--- config.mk ---
export PLATFORM = sky130hd
export DESIGN_NAME = sgc_config_bank
export DESIGN_NICKNAME = d
export VERILOG_FILES = /design/src/logic/sgc_pkg.sv /design/src/logic/sgc_pin_sync.sv /design/src/logic/sgc_config_bank.sv
export SDC_FILE = /design/constraint.sdc
export NUM_CORES = 1
export LEC_CHECK = 0
export ABC_AREA = 1
export BUFFER_PORTS_ARGS = -buffer_cell sky130_fd_sc_hd__buf_2
export CAP_MARGIN = 10
export CELL_PAD_IN_SITES_DETAIL_PLACEMENT = 1
export CELL_PAD_IN_SITES_GLOBAL_PLACEMENT = 1
export CORE_ASPECT_RATIO = 0.75
export CORE_MARGIN = 2
export CORE_UTILIZATION = 35
export CTS_BUF_LIST = sky130_fd_sc_hd__clkbuf_2 sky130_fd_sc_hd__clkbuf_4 sky130_fd_sc_hd__clkbuf_8
export CTS_CLUSTER_DIAMETER = 120
export CTS_CLUSTER_SIZE = 12
export DETAILED_ROUTE_END_ITERATION = 8
export GPL_ROUTABILITY_DRIVEN = 0
export PLACE_DENSITY = 0.65
export SLEW_MARGIN = 10
export SYNTH_ARGS = -nofsm -noshare
export SYNTH_HDL_FRONTEND = slang
export SYNTH_SLANG_ARGS = --single-unit
--- constraint.sdc ---
create_clock -name clk_in -period 11.8 [get_ports clk_in]
set_input_delay 2.36 -clock clk_in [delete_from_list [all_inputs] [get_ports clk_in]]
set_output_delay 2.36 -clock clk_in [all_outputs]
set_load 0.05 [all_outputs]
--- src/logic/sgc_pkg.sv ---
package sgc_pkg;
    // Timing: programming time is a plain default, shorten for simulation
    localparam int CLK_PERIOD_NS = 40;
    localparam int NV_PROG_TIME_NS = 40000;
    localparam int NV_PROG_CYCLES = (NV_PROG_TIME_NS + CLK_PERIOD_NS - 1) / CLK_PERIOD_NS;

    // Register offsets
    localparam logic [6:0] OFS_ID = 7'h00;
    localparam logic [6:0] OFS_GEN = 7'h01;
    localparam logic [6:0] OFS_OUT1 = 7'h02;
    localparam logic [6:0] OFS_DIVLO = 7'h03;
    localparam logic [6:0] OFS_SEL = 7'h04;
    localparam logic [6:0] OFS_XCAP = 7'h05;
    localparam logic [6:0] OFS_BCNT = 7'h06;
    localparam int REG_FIRST = 1;
    localparam int REG_LAST = 6;

    // Field positions
    localparam int GEN_BUSY_BIT = 6;
    localparam int GEN_LOCK_BIT = 5;
    localparam int GEN_PWDN_BIT = 4;
    localparam int GEN_INCLK_HI = 3;
    localparam int GEN_INCLK_LO = 2;
    localparam int GEN_ADDR_HI = 1;
    localparam int GEN_ADDR_LO = 0;
    localparam int OUT1_SRC_BIT = 7;
    localparam int OUT1_PINSEL_BIT = 6;
    localparam int OUT1_ST1_HI = 5;
    localparam int OUT1_ST1_LO = 4;
    localparam int OUT1_ST0_HI = 3;
    localparam int OUT1_ST0_LO = 2;
    localparam int OUT1_DIVHI_HI = 1;
    localparam int OUT1_DIVHI_LO = 0;
    localparam int XCAP_HI = 7;
    localparam int XCAP_LO = 3;
    localparam int BCNT_HI = 7;
    localparam int BCNT_LO = 1;
    localparam int TRIG_BIT = 0;
    localparam int CMD_BYTE_BIT = 7;

    // Reset values, one byte per bank register, offset 6 first
    localparam logic [REG_LAST:REG_FIRST][7:0] BANK_RST = {
        8'h60, 8'h50, 8'h00, 8'h01, 8'hB4, 8'h00};
    // Writable bits: reserved and status bits drop on write
    localparam logic [7:0] MASK_GEN = 8'h3F;
    localparam logic [7:0] MASK_XCAP = 8'hF8;
    localparam logic [7:0] MASK_ALL = 8'hFF;
    localparam logic [7:0] MASK_NONE = 8'h00;
    localparam logic [4:0] LOAD_CAP_MAX = 5'h14;

    // Serial engine constants
    localparam logic [3:0] BYTE_BITS = 4'h8;
    localparam logic [3:0] LAST_BIT = 4'h7;
    localparam logic [7:0] IDLE_BYTE = 8'hFF;
    localparam logic [3:0] PIN_SYNC_RST = 4'h3;

    typedef enum logic [3:0] {
        ST_IDLE = 4'h0,
        ST_ADDR = 4'h1,
        ST_ACK = 4'h3,
        ST_RX = 4'h2,
        ST_TX = 4'h6,
        ST_RACK = 4'h7
    } sgc_bus_state_t;

    typedef enum logic [1:0] {
        MODE_PWDN = 2'h0,
        MODE_HIZ = 2'h1,
        MODE_LOW = 2'h2,
        MODE_ON = 2'h3
    } sgc_out_mode_t;

    typedef struct packed {
        logic source_pll;
        sgc_out_mode_t mode;
        logic power_down;
        logic [9:0] divider;
        logic divider_run;
        logic [4:0] load_cap_pf;
        logic [1:0] input_clk_sel;
    } sgc_cfg_t;

    // Writable-bit mask per offset
    function automatic logic [7:0] wr_mask(input logic [6:0] ofs);
        if (ofs == OFS_GEN) begin
            return MASK_GEN;
        end else if (ofs == OFS_XCAP) begin
            return MASK_XCAP;
        end else if (ofs >= OFS_OUT1 && ofs <= OFS_BCNT) begin
            return MASK_ALL;
        end
        return MASK_NONE;
    endfunction
endpackage

--- src/logic/sgc_pin_sync.sv ---
`timescale 1ns/1ps
`default_nettype none
module sgc_pin_sync #(
    parameter int WIDTH = 1,
    parameter logic [WIDTH-1:0] RST_VAL = '0
) (
    // Clock and reset
    input wire logic clk_in,
    input wire logic reset_in,
    // Raw pins and filtered levels
    input wire logic [WIDTH-1:0] pin_in,
    output logic [WIDTH-1:0] level_out
);
    logic [WIDTH-1:0] s1_q, s2_q, s3_q, lvl_q; // Three stages and result
    logic [WIDTH-1:0] lvl_d;

    // Level only moves once stages two and three agree
    always_comb begin
        lvl_d = (s2_q & s3_q) | (lvl_q & (s2_q | s3_q));
    end

    // First stage feeds only the second
    always_ff @(posedge clk_in or posedge reset_in) begin
        if (reset_in) begin
            s1_q <= RST_VAL;
            s2_q <= RST_VAL;
            s3_q <= RST_VAL;
            lvl_q <= RST_VAL;
        end else begin
            s1_q <= pin_in;
            s2_q <= s1_q;
            s3_q <= s2_q;
            lvl_q <= lvl_d;
        end
    end

    assign level_out = lvl_q;
endmodule // sgc_pin_sync
`default_nettype wire

--- src/logic/sgc_config_bank.sv ---
`timescale 1ns/1ps
`default_nettype none
// Summary of operation
// - Low two address bits from generic byte
// - Source bit picks input clock or PLL
// - Pin select: serial pins or control pins
// - Pin select acts only from stored copy
// - Grounded supply forces serial pins, address zero
// - State codes: off, high-z, low, on
// - Ten-bit divider, zero holds in reset
// - Setting bit chooses state0 or state1
// - Three control inputs pick the setting outside serial mode; only one in it
// - Load code 1 pF steps, clamp 20
// - Count field sets block read length
// - Rising trigger edge starts store cycle
// - Reads keep working while storing
// - Stored lock refuses further storing
// - Lock acts only once stored
// - Bytes travel most significant bit first
// - Status bit high while storing
module sgc_config_bank #(
    parameter int NV_PROG_CYCLES = sgc_pkg::NV_PROG_CYCLES,
    parameter logic [4:0] DEV_ADDR_HI = 5'h0A, // Arbitrary value
    parameter logic [3:0] VENDOR_ID = 4'h6, // Arbitrary value
    parameter logic [2:0] REVISION_ID = 3'h2, // Arbitrary value
    parameter logic VARIANT_ID = 1'b0 // Arbitrary value
) (
    // Clock and reset
    input wire logic clk_in,
    input wire logic reset_in,
    // Pins
    input wire logic ctrl_in0_in,
    input wire logic pin14_in,
    input wire logic pin15_in,
    input wire logic output_supply_gnd_in,
    output logic pin15_out,
    output logic pin15_oe_out,
    // Configuration and status
    output var sgc_pkg::sgc_cfg_t cfg_out,
    output logic [2:0] ctrl_setting_out,
    output logic serial_mode_out,
    output logic nv_prog_in_progress_out
);
    localparam int CW = $clog2(NV_PROG_CYCLES + 1);
    localparam logic [CW-1:0] PROG_LOAD = CW'(NV_PROG_CYCLES);
    localparam logic [CW-1:0] PROG_LAST = CW'(1);

    // Synchronised pins
    logic [3:0] pins;
    logic supply_gnd, ctrl0, pin15, pin14;
    sgc_pin_sync #(.WIDTH(4), .RST_VAL(sgc_pkg::PIN_SYNC_RST)) u_sync (
        .clk_in(clk_in),
        .reset_in(reset_in),
        .pin_in({output_supply_gnd_in, ctrl_in0_in, pin15_in, pin14_in}),
        .level_out(pins)
    );
    assign {supply_gnd, ctrl0, pin15, pin14} = pins;

    // Working bank, stored copy and store engine
    logic [sgc_pkg::REG_LAST:sgc_pkg::REG_FIRST][7:0] reg_q, reg_d;
    logic [sgc_pkg::REG_LAST:sgc_pkg::REG_FIRST][7:0] nv_q, nv_d;
    logic busy_q, busy_d;
    logic trig_prev_q, trig_prev_d;
    logic [CW-1:0] prog_cnt_q, prog_cnt_d;
    logic trig, nv_lock, prog_start;

    // Serial engine
    sgc_pkg::sgc_bus_state_t state_q, state_d;
    logic [3:0] cnt_q, cnt_d;
    logic [7:0] shift_q, shift_d;
    logic [6:0] offset_q, offset_d, remain_q, remain_d;
    logic rw_q, rw_d, cmd_seen_q, cmd_seen_d, block_q, block_d;
    logic count_sent_q, count_sent_d, drive_q, drive_d, nack_q, nack_d;
    logic scl_prev_q, sda_prev_q;
    logic scl, sda, scl_rise, scl_fall, bus_start, bus_stop;
    logic serial_mode, load_tx, wr_en;
    logic [6:0] dev_addr;
    logic [7:0] tx_byte;

    // Output configuration
    sgc_pkg::sgc_cfg_t cfg_q, cfg_d;
    logic [2:0] setting;
    logic [1:0] state_def;

    // Read value of one offset; live during a store cycle as well
    function automatic logic [7:0] rd_byte(input logic [6:0] ofs);
        if (ofs == sgc_pkg::OFS_ID) begin
            return {VARIANT_ID, REVISION_ID, VENDOR_ID};
        end else if (ofs == sgc_pkg::OFS_GEN) begin
            return {1'b0, busy_q, reg_q[sgc_pkg::REG_FIRST][5:0]};
        end else if (ofs <= sgc_pkg::OFS_BCNT) begin
            return reg_q[ofs[2:0]];
        end
        return 8'h00;
    endfunction

    // Pin function comes from the stored copy; grounded supply overrides
    assign serial_mode = supply_gnd | ~nv_q[sgc_pkg::OFS_OUT1][sgc_pkg::OUT1_PINSEL_BIT];
    assign scl = serial_mode ? pin14 : 1'b1;
    assign sda = serial_mode ? pin15 : 1'b1;
    assign scl_rise = scl & ~scl_prev_q;
    assign scl_fall = ~scl & scl_prev_q;
    assign bus_start = scl & scl_prev_q & sda_prev_q & ~sda;
    assign bus_stop = scl & scl_prev_q & ~sda_prev_q & sda;
    // Address low bits cleared while supply is grounded
    assign dev_addr = {DEV_ADDR_HI, supply_gnd ? 2'b00 :
        reg_q[sgc_pkg::REG_FIRST][sgc_pkg::GEN_ADDR_HI:sgc_pkg::GEN_ADDR_LO]};

    // Next byte to send: count first on a block read, then data
    always_comb begin
        if (block_q && !count_sent_q) begin
            tx_byte = {1'b0, reg_q[sgc_pkg::OFS_BCNT][sgc_pkg::BCNT_HI:sgc_pkg::BCNT_LO]};
        end else if (block_q && remain_q == 7'h00) begin
            tx_byte = sgc_pkg::IDLE_BYTE;
        end else begin
            tx_byte = rd_byte(offset_q);
        end
    end

    // Serial engine next state
    always_comb begin
        state_d = state_q;
        cnt_d = cnt_q;
        shift_d = shift_q;
        offset_d = offset_q;
        remain_d = remain_q;
        rw_d = rw_q;
        cmd_seen_d = cmd_seen_q;
        block_d = block_q;
        count_sent_d = count_sent_q;
        drive_d = drive_q;
        nack_d = nack_q;
        load_tx = 1'b0;
        wr_en = 1'b0;
        if (bus_start) begin
            // Repeated start keeps the offset for a read
            state_d = sgc_pkg::ST_ADDR;
            cnt_d = 4'h0;
            drive_d = 1'b0;
        end else if (bus_stop) begin
            state_d = sgc_pkg::ST_IDLE;
            cmd_seen_d = 1'b0;
            drive_d = 1'b0;
        end else begin
            unique case (state_q)
                sgc_pkg::ST_IDLE: begin
                    drive_d = 1'b0;
                end
                sgc_pkg::ST_ADDR, sgc_pkg::ST_RX: begin
                    if (scl_rise) begin
                        shift_d = {shift_q[6:0], sda};
                        cnt_d = cnt_q + 4'h1;
                    end else if (scl_fall && cnt_q == sgc_pkg::BYTE_BITS) begin
                        state_d = sgc_pkg::ST_ACK;
                        drive_d = 1'b1;
                        if (state_q == sgc_pkg::ST_ADDR) begin
                            rw_d = shift_q[0];
                            if (shift_q[7:1] != dev_addr) begin
                                // Not ours: stay off the bus
                                state_d = sgc_pkg::ST_IDLE;
                                drive_d = 1'b0;
                            end
                        end else if (!cmd_seen_q) begin
                            cmd_seen_d = 1'b1;
                            block_d = ~shift_q[sgc_pkg::CMD_BYTE_BIT];
                            offset_d = shift_q[6:0];
                            count_sent_d = 1'b0;
                        end else begin
                            wr_en = 1'b1;
                            offset_d = 7'(offset_q + 7'h01);
                        end
                    end
                end
                sgc_pkg::ST_ACK: begin
                    if (scl_fall) begin
                        cnt_d = 4'h0;
                        drive_d = 1'b0;
                        if (rw_q) begin
                            load_tx = 1'b1;
                        end else begin
                            state_d = sgc_pkg::ST_RX;
                        end
                    end
                end
                sgc_pkg::ST_TX: begin
                    if (scl_fall) begin
                        cnt_d = cnt_q + 4'h1;
                        if (cnt_q == sgc_pkg::LAST_BIT) begin
                            state_d = sgc_pkg::ST_RACK;
                            drive_d = 1'b0;
                        end else begin
                            shift_d = {shift_q[6:0], 1'b0};
                            drive_d = ~shift_q[6];
                        end
                    end
                end
                sgc_pkg::ST_RACK: begin
                    if (scl_rise) begin
                        nack_d = sda;
                    end else if (scl_fall) begin
                        cnt_d = 4'h0;
                        if (nack_q) begin
                            state_d = sgc_pkg::ST_IDLE;
                        end else begin
                            load_tx = 1'b1;
                        end
                    end
                end
                default: begin
                    state_d = sgc_pkg::ST_IDLE;
                    drive_d = 1'b0;
                end
            endcase
        end
        // Load a byte and drive its first bit
        if (load_tx) begin
            state_d = sgc_pkg::ST_TX;
            shift_d = tx_byte;
            drive_d = ~tx_byte[7];
            if (block_q && !count_sent_q) begin
                count_sent_d = 1'b1;
                remain_d = reg_q[sgc_pkg::OFS_BCNT][sgc_pkg::BCNT_HI:sgc_pkg::BCNT_LO];
            end else if (!block_q || remain_q != 7'h00) begin
                offset_d = 7'(offset_q + 7'h01);
                remain_d = block_q ? 7'(remain_q - 7'h01) : remain_q;
            end
        end
    end

    // Serial engine registers
    always_ff @(posedge clk_in or posedge reset_in) begin
        if (reset_in) begin
            state_q <= sgc_pkg::ST_IDLE;
            cnt_q <= 4'h0;
            shift_q <= 8'h00;
            offset_q <= 7'h00;
            remain_q <= 7'h00;
            rw_q <= 1'b0;
            cmd_seen_q <= 1'b0;
            block_q <= 1'b0;
            count_sent_q <= 1'b0;
            drive_q <= 1'b0;
            nack_q <= 1'b0;
            scl_prev_q <= 1'b1;
            sda_prev_q <= 1'b1;
        end else begin
            state_q <= state_d;
            cnt_q <= cnt_d;
            shift_q <= shift_d;
            offset_q <= offset_d;
            remain_q <= remain_d;
            rw_q <= rw_d;
            cmd_seen_q <= cmd_seen_d;
            block_q <= block_d;
            count_sent_q <= count_sent_d;
            drive_q <= drive_d;
            nack_q <= nack_d;
            scl_prev_q <= scl;
            sda_prev_q <= sda;
        end
    end

    assign trig = reg_q[sgc_pkg::OFS_BCNT][sgc_pkg::TRIG_BIT];
    assign nv_lock = nv_q[sgc_pkg::OFS_GEN][sgc_pkg::GEN_LOCK_BIT];
    assign prog_start = trig & ~trig_prev_q & ~nv_lock & ~busy_q;

    // Bank writes and store cycle next state
    always_comb begin
        reg_d = reg_q;
        nv_d = nv_q;
        busy_d = busy_q;
        prog_cnt_d = prog_cnt_q;
        trig_prev_d = trig;
        // Writes while storing are dropped to protect the snapshot
        if (wr_en && !busy_q && offset_q >= sgc_pkg::OFS_GEN && offset_q <= sgc_pkg::OFS_BCNT) begin
            reg_d[offset_q[2:0]] = shift_q & sgc_pkg::wr_mask(offset_q);
        end
        if (busy_q) begin
            prog_cnt_d = prog_cnt_q - PROG_LAST;
            busy_d = (prog_cnt_q != PROG_LAST);
        end else if (prog_start) begin
            busy_d = 1'b1;
            prog_cnt_d = PROG_LOAD;
            nv_d = reg_q;
            // Power down never persists
            nv_d[sgc_pkg::OFS_GEN][sgc_pkg::GEN_PWDN_BIT] = 1'b0;
        end
    end

    // Bank registers; stored copy starts at defaults
    always_ff @(posedge clk_in or posedge reset_in) begin
        if (reset_in) begin
            reg_q <= sgc_pkg::BANK_RST;
            nv_q <= sgc_pkg::BANK_RST;
            busy_q <= 1'b0;
            prog_cnt_q <= '0;
            trig_prev_q <= 1'b0;
        end else begin
            reg_q <= reg_d;
            nv_q <= nv_d;
            busy_q <= busy_d;
            prog_cnt_q <= prog_cnt_d;
            trig_prev_q <= trig_prev_d;
        end
    end

    // Shared pins read as control inputs only outside serial mode
    assign setting = {serial_mode ? 1'b0 : pin14, serial_mode ? 1'b0 : pin15, ctrl0};
    assign state_def = reg_q[sgc_pkg::OFS_SEL][setting] ?
        reg_q[sgc_pkg::OFS_OUT1][sgc_pkg::OUT1_ST1_HI:sgc_pkg::OUT1_ST1_LO] :
        reg_q[sgc_pkg::OFS_OUT1][sgc_pkg::OUT1_ST0_HI:sgc_pkg::OUT1_ST0_LO];

    // Output configuration decode
    always_comb begin
        cfg_d.source_pll = reg_q[sgc_pkg::OFS_OUT1][sgc_pkg::OUT1_SRC_BIT];
        cfg_d.mode = sgc_pkg::sgc_out_mode_t'(state_def);
        cfg_d.power_down = (state_def == sgc_pkg::MODE_PWDN) |
            reg_q[sgc_pkg::OFS_GEN][sgc_pkg::GEN_PWDN_BIT];
        cfg_d.divider = {reg_q[sgc_pkg::OFS_OUT1][sgc_pkg::OUT1_DIVHI_HI:sgc_pkg::OUT1_DIVHI_LO],
            reg_q[sgc_pkg::OFS_DIVLO]};
        cfg_d.divider_run = (cfg_d.divider != 10'h000);
        cfg_d.load_cap_pf = reg_q[sgc_pkg::OFS_XCAP][sgc_pkg::XCAP_HI:sgc_pkg::XCAP_LO];
        if (cfg_d.load_cap_pf > sgc_pkg::LOAD_CAP_MAX) begin
            cfg_d.load_cap_pf = sgc_pkg::LOAD_CAP_MAX;
        end
        cfg_d.input_clk_sel = reg_q[sgc_pkg::OFS_GEN][sgc_pkg::GEN_INCLK_HI:sgc_pkg::GEN_INCLK_LO];
    end

    // Registered configuration
    always_ff @(posedge clk_in or posedge reset_in) begin
        if (reset_in) begin
            cfg_q <= '0;
        end else begin
            cfg_q <= cfg_d;
        end
    end

    assign cfg_out = cfg_q;
    assign ctrl_setting_out = setting;
    assign serial_mode_out = serial_mode;
    assign nv_prog_in_progress_out = busy_q;
    assign pin15_out = 1'b0;
    // Open drain: only ever pull low, never outside serial mode
    assign pin15_oe_out = drive_q & serial_mode;
endmodule // sgc_config_bank
`default_nettype wire

==> results of run 1 <==
[layout by cell type (no fill, tap or decap), types with 4 or more instances in the layout]
cell type                  count
sky130_fd_sc_hd__clkinv_4      4
sky130_fd_sc_hd__nand2_1     242
sky130_fd_sc_hd__o21ai_1      24
sky130_fd_sc_hd__buf_2        33
sky130_fd_sc_hd__clkbuf_4      5
sky130_fd_sc_hd__nand4_1       7
sky130_fd_sc_hd__nand2_2       9
sky130_fd_sc_hd__nor2_2        4
sky130_fd_sc_hd__inv_1        97
sky130_fd_sc_hd__nand3_1      50
sky130_fd_sc_hd__o21ai_0      68
sky130_fd_sc_hd__maj3_1        4
sky130_fd_sc_hd__dfrtp_1     118
sky130_fd_sc_hd__a22o_1        4
sky130_fd_sc_hd__o21ai_2       5
sky130_fd_sc_hd__o211ai_1      5
sky130_fd_sc_hd__a21oi_1      24
sky130_fd_sc_hd__nor3_1        8
sky130_fd_sc_hd__dfstp_2      19
sky130_fd_sc_hd__clkbuf_8     18
sky130_fd_sc_hd__nand3b_1     10
sky130_fd_sc_hd__nor2_1       82
sky130_fd_sc_hd__ha_1          9
sky130_fd_sc_hd__nor2_4        6
sky130_fd_sc_hd__inv_2         5
[per-layer routing]
metal | global-route usage | up-vias
met5 | 0 | -
met4 | 0.0563 | 0
met3 | 0.0348 | 14
met2 | 0.287 | 84
met1 | 0.313 | 2811
li1 | - | 2818
[cell usage after synthesis, types with 8 or more instances]
library cell	n	area (um^2)
sky130_fd_sc_hd__nand2_1	242	908
sky130_fd_sc_hd__dfrtp_1	118	2950
sky130_fd_sc_hd__inv_1	98	368
sky130_fd_sc_hd__nor2_1	82	308
sky130_fd_sc_hd__o21ai_0	68	340
sky130_fd_sc_hd__nand3_1	50	250
sky130_fd_sc_hd__a21oi_1	24	120
sky130_fd_sc_hd__o21ai_1	24	120
sky130_fd_sc_hd__dfstp_2	19	499
sky130_fd_sc_hd__nand3b_1	10	75.1
sky130_fd_sc_hd__ha_1	9	113
sky130_fd_sc_hd__nand2_2	9	56.3
sky130_fd_sc_hd__nor3_1	8	40.0
[through the flow]
stage	total power [W]	utilization	hold WS [ps]
floorplan	0.000605	-	331
global route	0.00106	0.396	351
CTS	0.00103	0.396	348
finish	0.00101	0.396	347
global placement	0.000640	0.377	344
detailed placement	0.000644	0.377	336
[worst reg2reg max path, delay by kind of cell (launching register included)]
kind	cells	cell delay, ps
AO/OA/AOI/OAI	2	340
buffers and inverters	2	170
flip-flops	1	370
AND/OR/NAND/NOR	4	1690
[cell type report]
type / instances / area [um^2] / share of cell area
Clock inverter: 9 / 93.8 / 0.0123
Timing Repair Buffer: 35 / 180 / 0.0235
Clock buffer: 23 / 285 / 0.0373
Inverter: 105 / 400 / 0.0523
Sequential cell: 137 / 3450 / 0.451
Multi-Input combinational cell: 594 / 2930 / 0.382
Tap cell: 253 / 317 / 0.0414
[registers in the layout, indices dropped and copies added, names as in the netlist, 3 cells and up]
| signal | cells |
|---|---|
| cfg_d | 13 |
| cfg_out | 22 |
| cnt_q | 4 |
| offset_q | 7 |
| prog_cnt_q | 10 |
| reg_q | 35 |
| remain_q | 7 |
| shift_q | 8 |
| state_q | 3 |
| u_sync.level_out | 4 |
| u_sync.s1_q | 4 |
| u_sync.s2_q | 4 |
| u_sync.s3_q | 4 |
[power by group through the flow]
| stage | clock [W] | combinational [W] | sequential (W) |
|---|---|---|---|
| after global placement | 0 | 0.000111 | 0.000529 |
| final | 0.000377 | 0.000113 | 0.000521 |
| after global routing | 0.000405 | 0.000132 | 0.000525 |
| after CTS | 0.000389 | 0.000115 | 0.000521 |
| after floorplan | 0 | 0.0000861 | 0.000519 |
| after detailed placement | 0 | 0.000114 | 0.000530 |
[cell families (layout without fill, tap and decap cells)]
kind of cell    after synthesis  in the layout  synth area share
fa+ha+maj                    13             13            0.0221
xor+xnor                      4              4           0.00508
flops                       137            137             0.500
other cells                   1              1          0.000544
compound gates              141            141             0.113
simple gates                435            435             0.283
buf+inv                     122            172            0.0753
[worst paths after layout]
kind                                startpoint                   to  slack (ps)  cells past startpoint
hold reg to reg                 u_sync.s1_q[0]       u_sync.s2_q[0]         350                      0
hold / removal                  u_sync.s1_q[0]       u_sync.s2_q[0]         350                      0
setup / recovery           u_sync.level_out[3]  ctrl_setting_out[1]        7720                      4
min in group asynchronous             reset_in            reg_q[39]        2030                      2
max in group asynchronous             reset_in            cfg_d[14]        8540                      3
setup reg to reg           u_sync.level_out[3]          remain_q[0]        9160                      8
==> results summary, run 1 <==
In this run, synthesis produced a sequential element count of about 140. The per-instance average area after synthesis came out at between 8 and 9 um^2. The share of total power dissipated in the clock network is 0.373. The count of warnings emitted by yosys came out at 0.

The count of antenna-violating nets left after detailed routing came out at 0. The met1 wire length is 10600 um. The antenna diode count came out at 0.

The data arrival time of the critical path is 1720 ps. The CTS tree is done. The achievable frequency is 245 MHz. The path class of the tightest hold or removal check is reg2reg. The total congestion overflow is 0. The number of buffers created by CTS is 17. The worst setup path is captured at an output pin. The critical path class is reg2out. The post-synthesis instance total came out at 853.

Setup repair after global routing left no endpoint under its margin. The count of buffers added by post-CTS timing repair for setup is 0. The largest stage delay on the critical path came out at 400 ps. The die covers between 20000 and 25000 um^2. The area added between synthesis and finish is 11.0%. The first-pass GRT wire length is 32700 um. Of the cells placed in the final design, the portion with a size suffix greater than 1 is 0.142. The worst setup path is launched from a flop. Among all flip-flop cells after synthesis, the most frequent one is sky130_fd_sc_hd__dfrtp_1. The critical path goes through inv_2 > nand2_4 > nor2_1 > buf_2.

The switching component of the power is 0.000299 W. After detailed routing, the number of remaining DRC violations is 0. The H-tree generated during clock tree synthesis spans 4 levels. 35 I/O pins were placed. The vertical die dimension is approximately 130 um.

The post-synth net total is 868. The wire-length estimate of the detail-placed layout is about 15000 um. The static power due to leakage came out at 3.87 nW. Across every metal layer, demand over resource in global routing totals 0.202.

The setup slack of the critical path after layout came out at just under 8000 ps. CTS saw about 140 sinks. The number of placed instances, taps included, is 1124. At the worst endpoint, the required time is 9440 ps.

The number of different library cells used by synthesis comes to 47. In the finished design, the share of the clock period the worst path needs comes to 0.346. The kind of cell with the highest combined delay along the critical path is buffers and inverters. The proportion of register bits with asynchronous set or reset after synthesis came out at 1.00. The clock slew at the register clock pins of the worst setup and hold paths is 70 ps.

Leaving out filler cells and counting taps, the final layout contains roughly 1200. In this run the tightest slew margin relative to its limit is 0.225. The detailed-route via count is 5727. Detailed routing placed a total of 603 um of wire on met3. The internal power contribution came out at 0.000713 W.

The placed instance area is approximately 7300 um^2. The tool flagged a number of max-cap violations equal to 0. In this run, synthesis inferred 0 flip-flops with an integrated enable. The setup clock skew after layout came out at 18.2 ps. The number of input and output port buffers inserted is 33. The number of cells upsized or downsized after cts is 0. The slowest stage of the critical path belongs to the cell sky130_fd_sc_hd__dfrtp_1.

The minimum period implied by the final worst setup slack came out at 4080 ps. For this run, the detailed router's first-pass iteration total came to 4. The filler cell count is 2347. The number of antenna violations at the first check in global routing came out at 0. Setup violations remaining at the end of the flow were counted as 0.

The number of hold-repair buffers added at the cts stage is 0. The average vias per placed instance came out at around 5.0. Summed over all failing endpoints, the final setup total negative slack is 0 ps. The starting density of the core came out at 0.357. Of the total power, the share spent switching nets is 0.295. The wire length reported by the detailed router came out at 19900 um. The highest ir drop seen on vdd came out at ~60 uV. The buffer and inverter count on the worst path came out at 2.

The sequential element share of the synthesized area is 0.500. Routed signal wires occupy layers up through met4. The transition time of the tightest slew-check pin came out at 1150 ps.

The core area is between 15000 and 20000 um^2. The root buffer cell is sky130_fd_sc_hd__clkbuf_8. Entering global routing, the biggest net connects 85 pins. In this run the cell area of the synthesized design comes to 6900 um^2. The number of global-route vias before repair is 5884.

The maximum fanout along the worst path came out at 7. The post-route cell area came out at 7650 um^2. The mean routed wirelength per cell is 17.2 um. The sequential share of power came out at 0.515.

The die outline width is 166 um. The met2 wire length came out at between 8000 and 9000 um. The share of total power dissipated in combinational logic is 0.112.

The number of pins with negative max-slew slack in the final report came out at 0. The pre-CTS setup slack came out at 7950 ps. The number of placement rows is between 40 and 50. The number of nets at the end of the flow came out at 905. The number of failing hold endpoints at the final stage is 0.

The latest clock arrival within the worst-skew pair is roughly 460 ps. The power density over the cells is roughly 130 nW/um^2. The buffer depth of the longest clock path came out at 2. The initial detailed-routing violation count came out at 467.

The run finished with clean final reports.
Note: power is estimated with default switching activity, not from simulation.
==> run 2, diff against run 1 <==
--- a/config.mk
+++ b/config.mk
@@ -18,7 +18,7 @@
 export CTS_CLUSTER_SIZE = 12
 export DETAILED_ROUTE_END_ITERATION = 8
 export GPL_ROUTABILITY_DRIVEN = 0
-export PLACE_DENSITY = 0.65
+export PLACE_DENSITY = 0.67
 export SLEW_MARGIN = 10
 export SYNTH_ARGS = -nofsm -noshare
 export SYNTH_HDL_FRONTEND = slang
==> constraint.sdc (replaced) <==
create_clock -name clk_in -period 3.65 [get_ports clk_in]
set_input_delay 0.73 -clock clk_in [delete_from_list [all_inputs] [get_ports clk_in]]
set_output_delay 0.73 -clock clk_in [all_outputs]
set_load 0.05 [all_outputs]
==> run 2 against run 1 <==
Effect of this change:
- first-iteration DRC count up 2.8%
- setup slack lost 6900 ps
- routed wire length up 1.7%
- clock skew down 6.6 ps
==> results summary, run 2 (same netlist as run 1, synthesis figures left out) <==
Status: completed (unchanged). The relative slew slack is 0.449 (was 0.225). The initial detailed-routing violation count was 480 (was 467). The area of the multi-input gates is 2930 um^2 (unchanged). The startpoint of the worst register-to-register path was offset_q[0] (was u_sync.level_out[3]). The vertical die dimension came to 126 um (unchanged). The register containing the most flip-flops in the final layout is reg_q (unchanged). The filler cell count is 2358 (was 2347). The die outline width came to 166 um (unchanged).

The number of pins with negative max-slew slack in the final report came out at 0 (unchanged). The sequential standard cell area is 3450 um^2 (unchanged). The pin count of the biggest net entering global routing came out at 138 (was 85). The number of top-level pins came to 35 (unchanged). The maximum fanout along the worst path is 24 (was 7).

The most common library cell in the layout ignoring fill and taps is sky130_fd_sc_hd__nand2_1 (unchanged). The area added between synthesis and finish came out at 11.9% (was 11.0%). Commonest cells after routing, fill and taps aside: 242 x sky130_fd_sc_hd__nand2_1, 118 x sky130_fd_sc_hd__dfrtp_1, 97 x sky130_fd_sc_hd__inv_1, 82 x sky130_fd_sc_hd__nor2_1, 68 x sky130_fd_sc_hd__o21ai_0 (unchanged). The buffer depth of the longest clock path came out at 2 (unchanged). The setup clock skew after layout came out at 11.6 ps (was 18.2 ps). The detailed-route via count is 5752 (was 5727).

Dividing the final minimum period by the clock period gives 0.773. The CTS tree is done (unchanged). The endpoint kind of the worst setup timing path is a flop (was output pin).

The final cell count without fillers is 1158 (was 1156). The highest ir drop seen on vdd came to 235 uV (was 60.2 uV). Among the stages of the critical path, the cell type that occurs most often is sky130_fd_sc_hd__nand2_1. The core area is 19300 um^2 (unchanged). The path category of the worst min-delay check is reg2reg (unchanged). The startpoint of the tightest hold check path is u_sync.s1_q[2] (was u_sync.s1_q[0]).

The layout cell share with drive strength beyond 1 is 0.144 (was 0.142). The number of input and output port buffers inserted is 33 (unchanged). The post-route DRC violation count came to 0 (unchanged). The mean routed wirelength per cell is 17.5 um (was 17.2 um). The number of placement rows came out at 44 (unchanged). The final total power came out at 0.00340 W (was 0.00101 W). The number of flip-flops in the largest register came out at 35 (unchanged).

The cell type of the slowest stage on the worst timing path is sky130_fd_sc_hd__clkinv_1 (was sky130_fd_sc_hd__dfrtp_1). The antenna diode count came out at 0 (unchanged). The detailed-router iteration count before antenna repair is 5 (was 4). The required time at the endpoint of the critical path is 4000 ps (was 9440 ps). The total congestion overflow was 0 (unchanged).

The clock slew at the register clock pins of the worst setup and hold paths came out at 80 ps (was 70 ps). The die area was 20900 um^2 (unchanged). The number of sinks handled by clock tree synthesis came out at 137 (unchanged). The number of failing hold endpoints at the final stage came out at 0 (unchanged).

The worst hold path cell count came to 0 (unchanged). The register-to-register setup slack is 830 ps (was 9160 ps). The data arrival time of the critical path came out at 3170 ps (was 1720 ps). The count of buffers added by post-CTS timing repair for setup came out at 0 (unchanged). The number of global-route vias before repair came out at 5940 (was 5884). The logic depth of the worst register-to-register path came out at 11 (was 8).

The post-detailed-placement half-perimeter wirelength came out at 14400 um (was 14600 um). The cell total after placement was 1126 (was 1124). RSZ-0062 raised after global routing: no (unchanged).

The critical path class is reg2reg (was reg2out). The number of antenna violations at the first check in global routing is 0 (unchanged). The number of H-tree levels came out at 4 (unchanged). The power density over the cells came to 440 nW/um^2 (was 132 nW/um^2).

The setup violation total in the final timing report came out at 0 (unchanged). The achievable frequency came out at 354 MHz. The starting density of the core came out at 0.357 (unchanged). The startpoint type of the worst setup path is a flop (unchanged).

The number of hold-repair buffers added at the cts stage is 0 (unchanged). The number of cells upsized or downsized after cts was 0 (unchanged). The transition time of the tightest slew-check pin is 826 ps (was 1150 ps). The number of nets at the end of the flow is 907 (was 905). The final setup TNS is 0 ps (unchanged). The capturing point of the worst reg2reg path was reg_q[28] (was remain_q[0]). The static power due to leakage is 3.89 nW (was 3.87 nW). Critical path, cell by cell: buf_4 > clkinv_1 > ha_1 > nand2_1 > nand2_1 > nand3_1 > nand3_2 > nand2_1 > nand2_1 > o21ai_0 > inv_1 (was inv_2 > nand2_4 > nor2_1 > buf_2). The first-pass GRT wire length is 32800 um (was 32700 um). The root buffer cell was sky130_fd_sc_hd__clkbuf_8 (unchanged). The average vias per placed instance was 4.97 (was 4.95). The minimum period implied by the final worst setup slack came out at 2820 ps.

The largest stage delay on the critical path came out at 610 ps (was 400 ps). The global router's overall resource usage came out at 0.202 (about the same). The latest clock arrival within the worst-skew pair is 460 ps (about the same).

The number of buffers created by CTS is 17 (unchanged). The count of maximum capacitance violations came to 0 (unchanged). The count of antenna-violating nets left after detailed routing came to 0 (unchanged). The wire length reported by the detailed router is 20200 um (was 19900 um). The endpoint of the worst hold path is u_sync.s2_q[2] (was u_sync.s2_q[0]).
-- run 2: area by class of cell --
class	count	area share
clock buffer	19	0.0323
clock inverter	13	0.0217
inverter	105	0.0517
multi-input combinational	594	0.379
sequential	137	0.447
tap	253	0.0410
timing repair buffer	37	0.0269
-- run 2: critical path, delay by kind of cell (launching register included) --
family / cells / cell delay [ps]
buf+inv: 3 / 980
simple gates: 6 / 850
fa+ha+maj: 1 / 450
flops: 1 / 330
compound gates: 1 / 90
-- run 2: report_power, final --
group          leakage (nW)  internal [W]  switching (W)  total, W
clock network         0.208      0.000698       0.000644   0.00134
registers              1.81       0.00160      0.0000917   0.00169
logic                  1.88      0.000109       0.000257  0.000367
-- run 2: worst max path at each step --
stage                endpoint   startpoint  depth (start not counted)
floorplan             block_q     reset_in                          1
global placement    reg_q[29]  offset_q[0]                         11
detailed placement  reg_q[29]  offset_q[0]                         11
CTS                 reg_q[29]  offset_q[0]                         11
global route        reg_q[29]  offset_q[0]                         11
finish              reg_q[28]  offset_q[0]                         11
-- run 2: metrics by stage --
stage                     worst slack, ps  utilization  cell area, um^2  hold WS, ps
after global routing                  662        0.399             7720          344
after floorplan                      1230            -             6900          331
after global placement               1000        0.378             7300          333
after detailed placement              905        0.378             7300          336
final                                 827        0.399             7720          352
after CTS                             891        0.399             7720          349
-- run 2: per-layer routing --
layer	vias up	track usage	wire length (um)	part of all wire
li1	2834	-	-	-
met1	2819	0.308	10700	0.53
met2	78	0.296	8620	0.43
met3	21	0.0332	606	0.030
met4	0	0.0522	239	0.012
met5	-	0	0	0
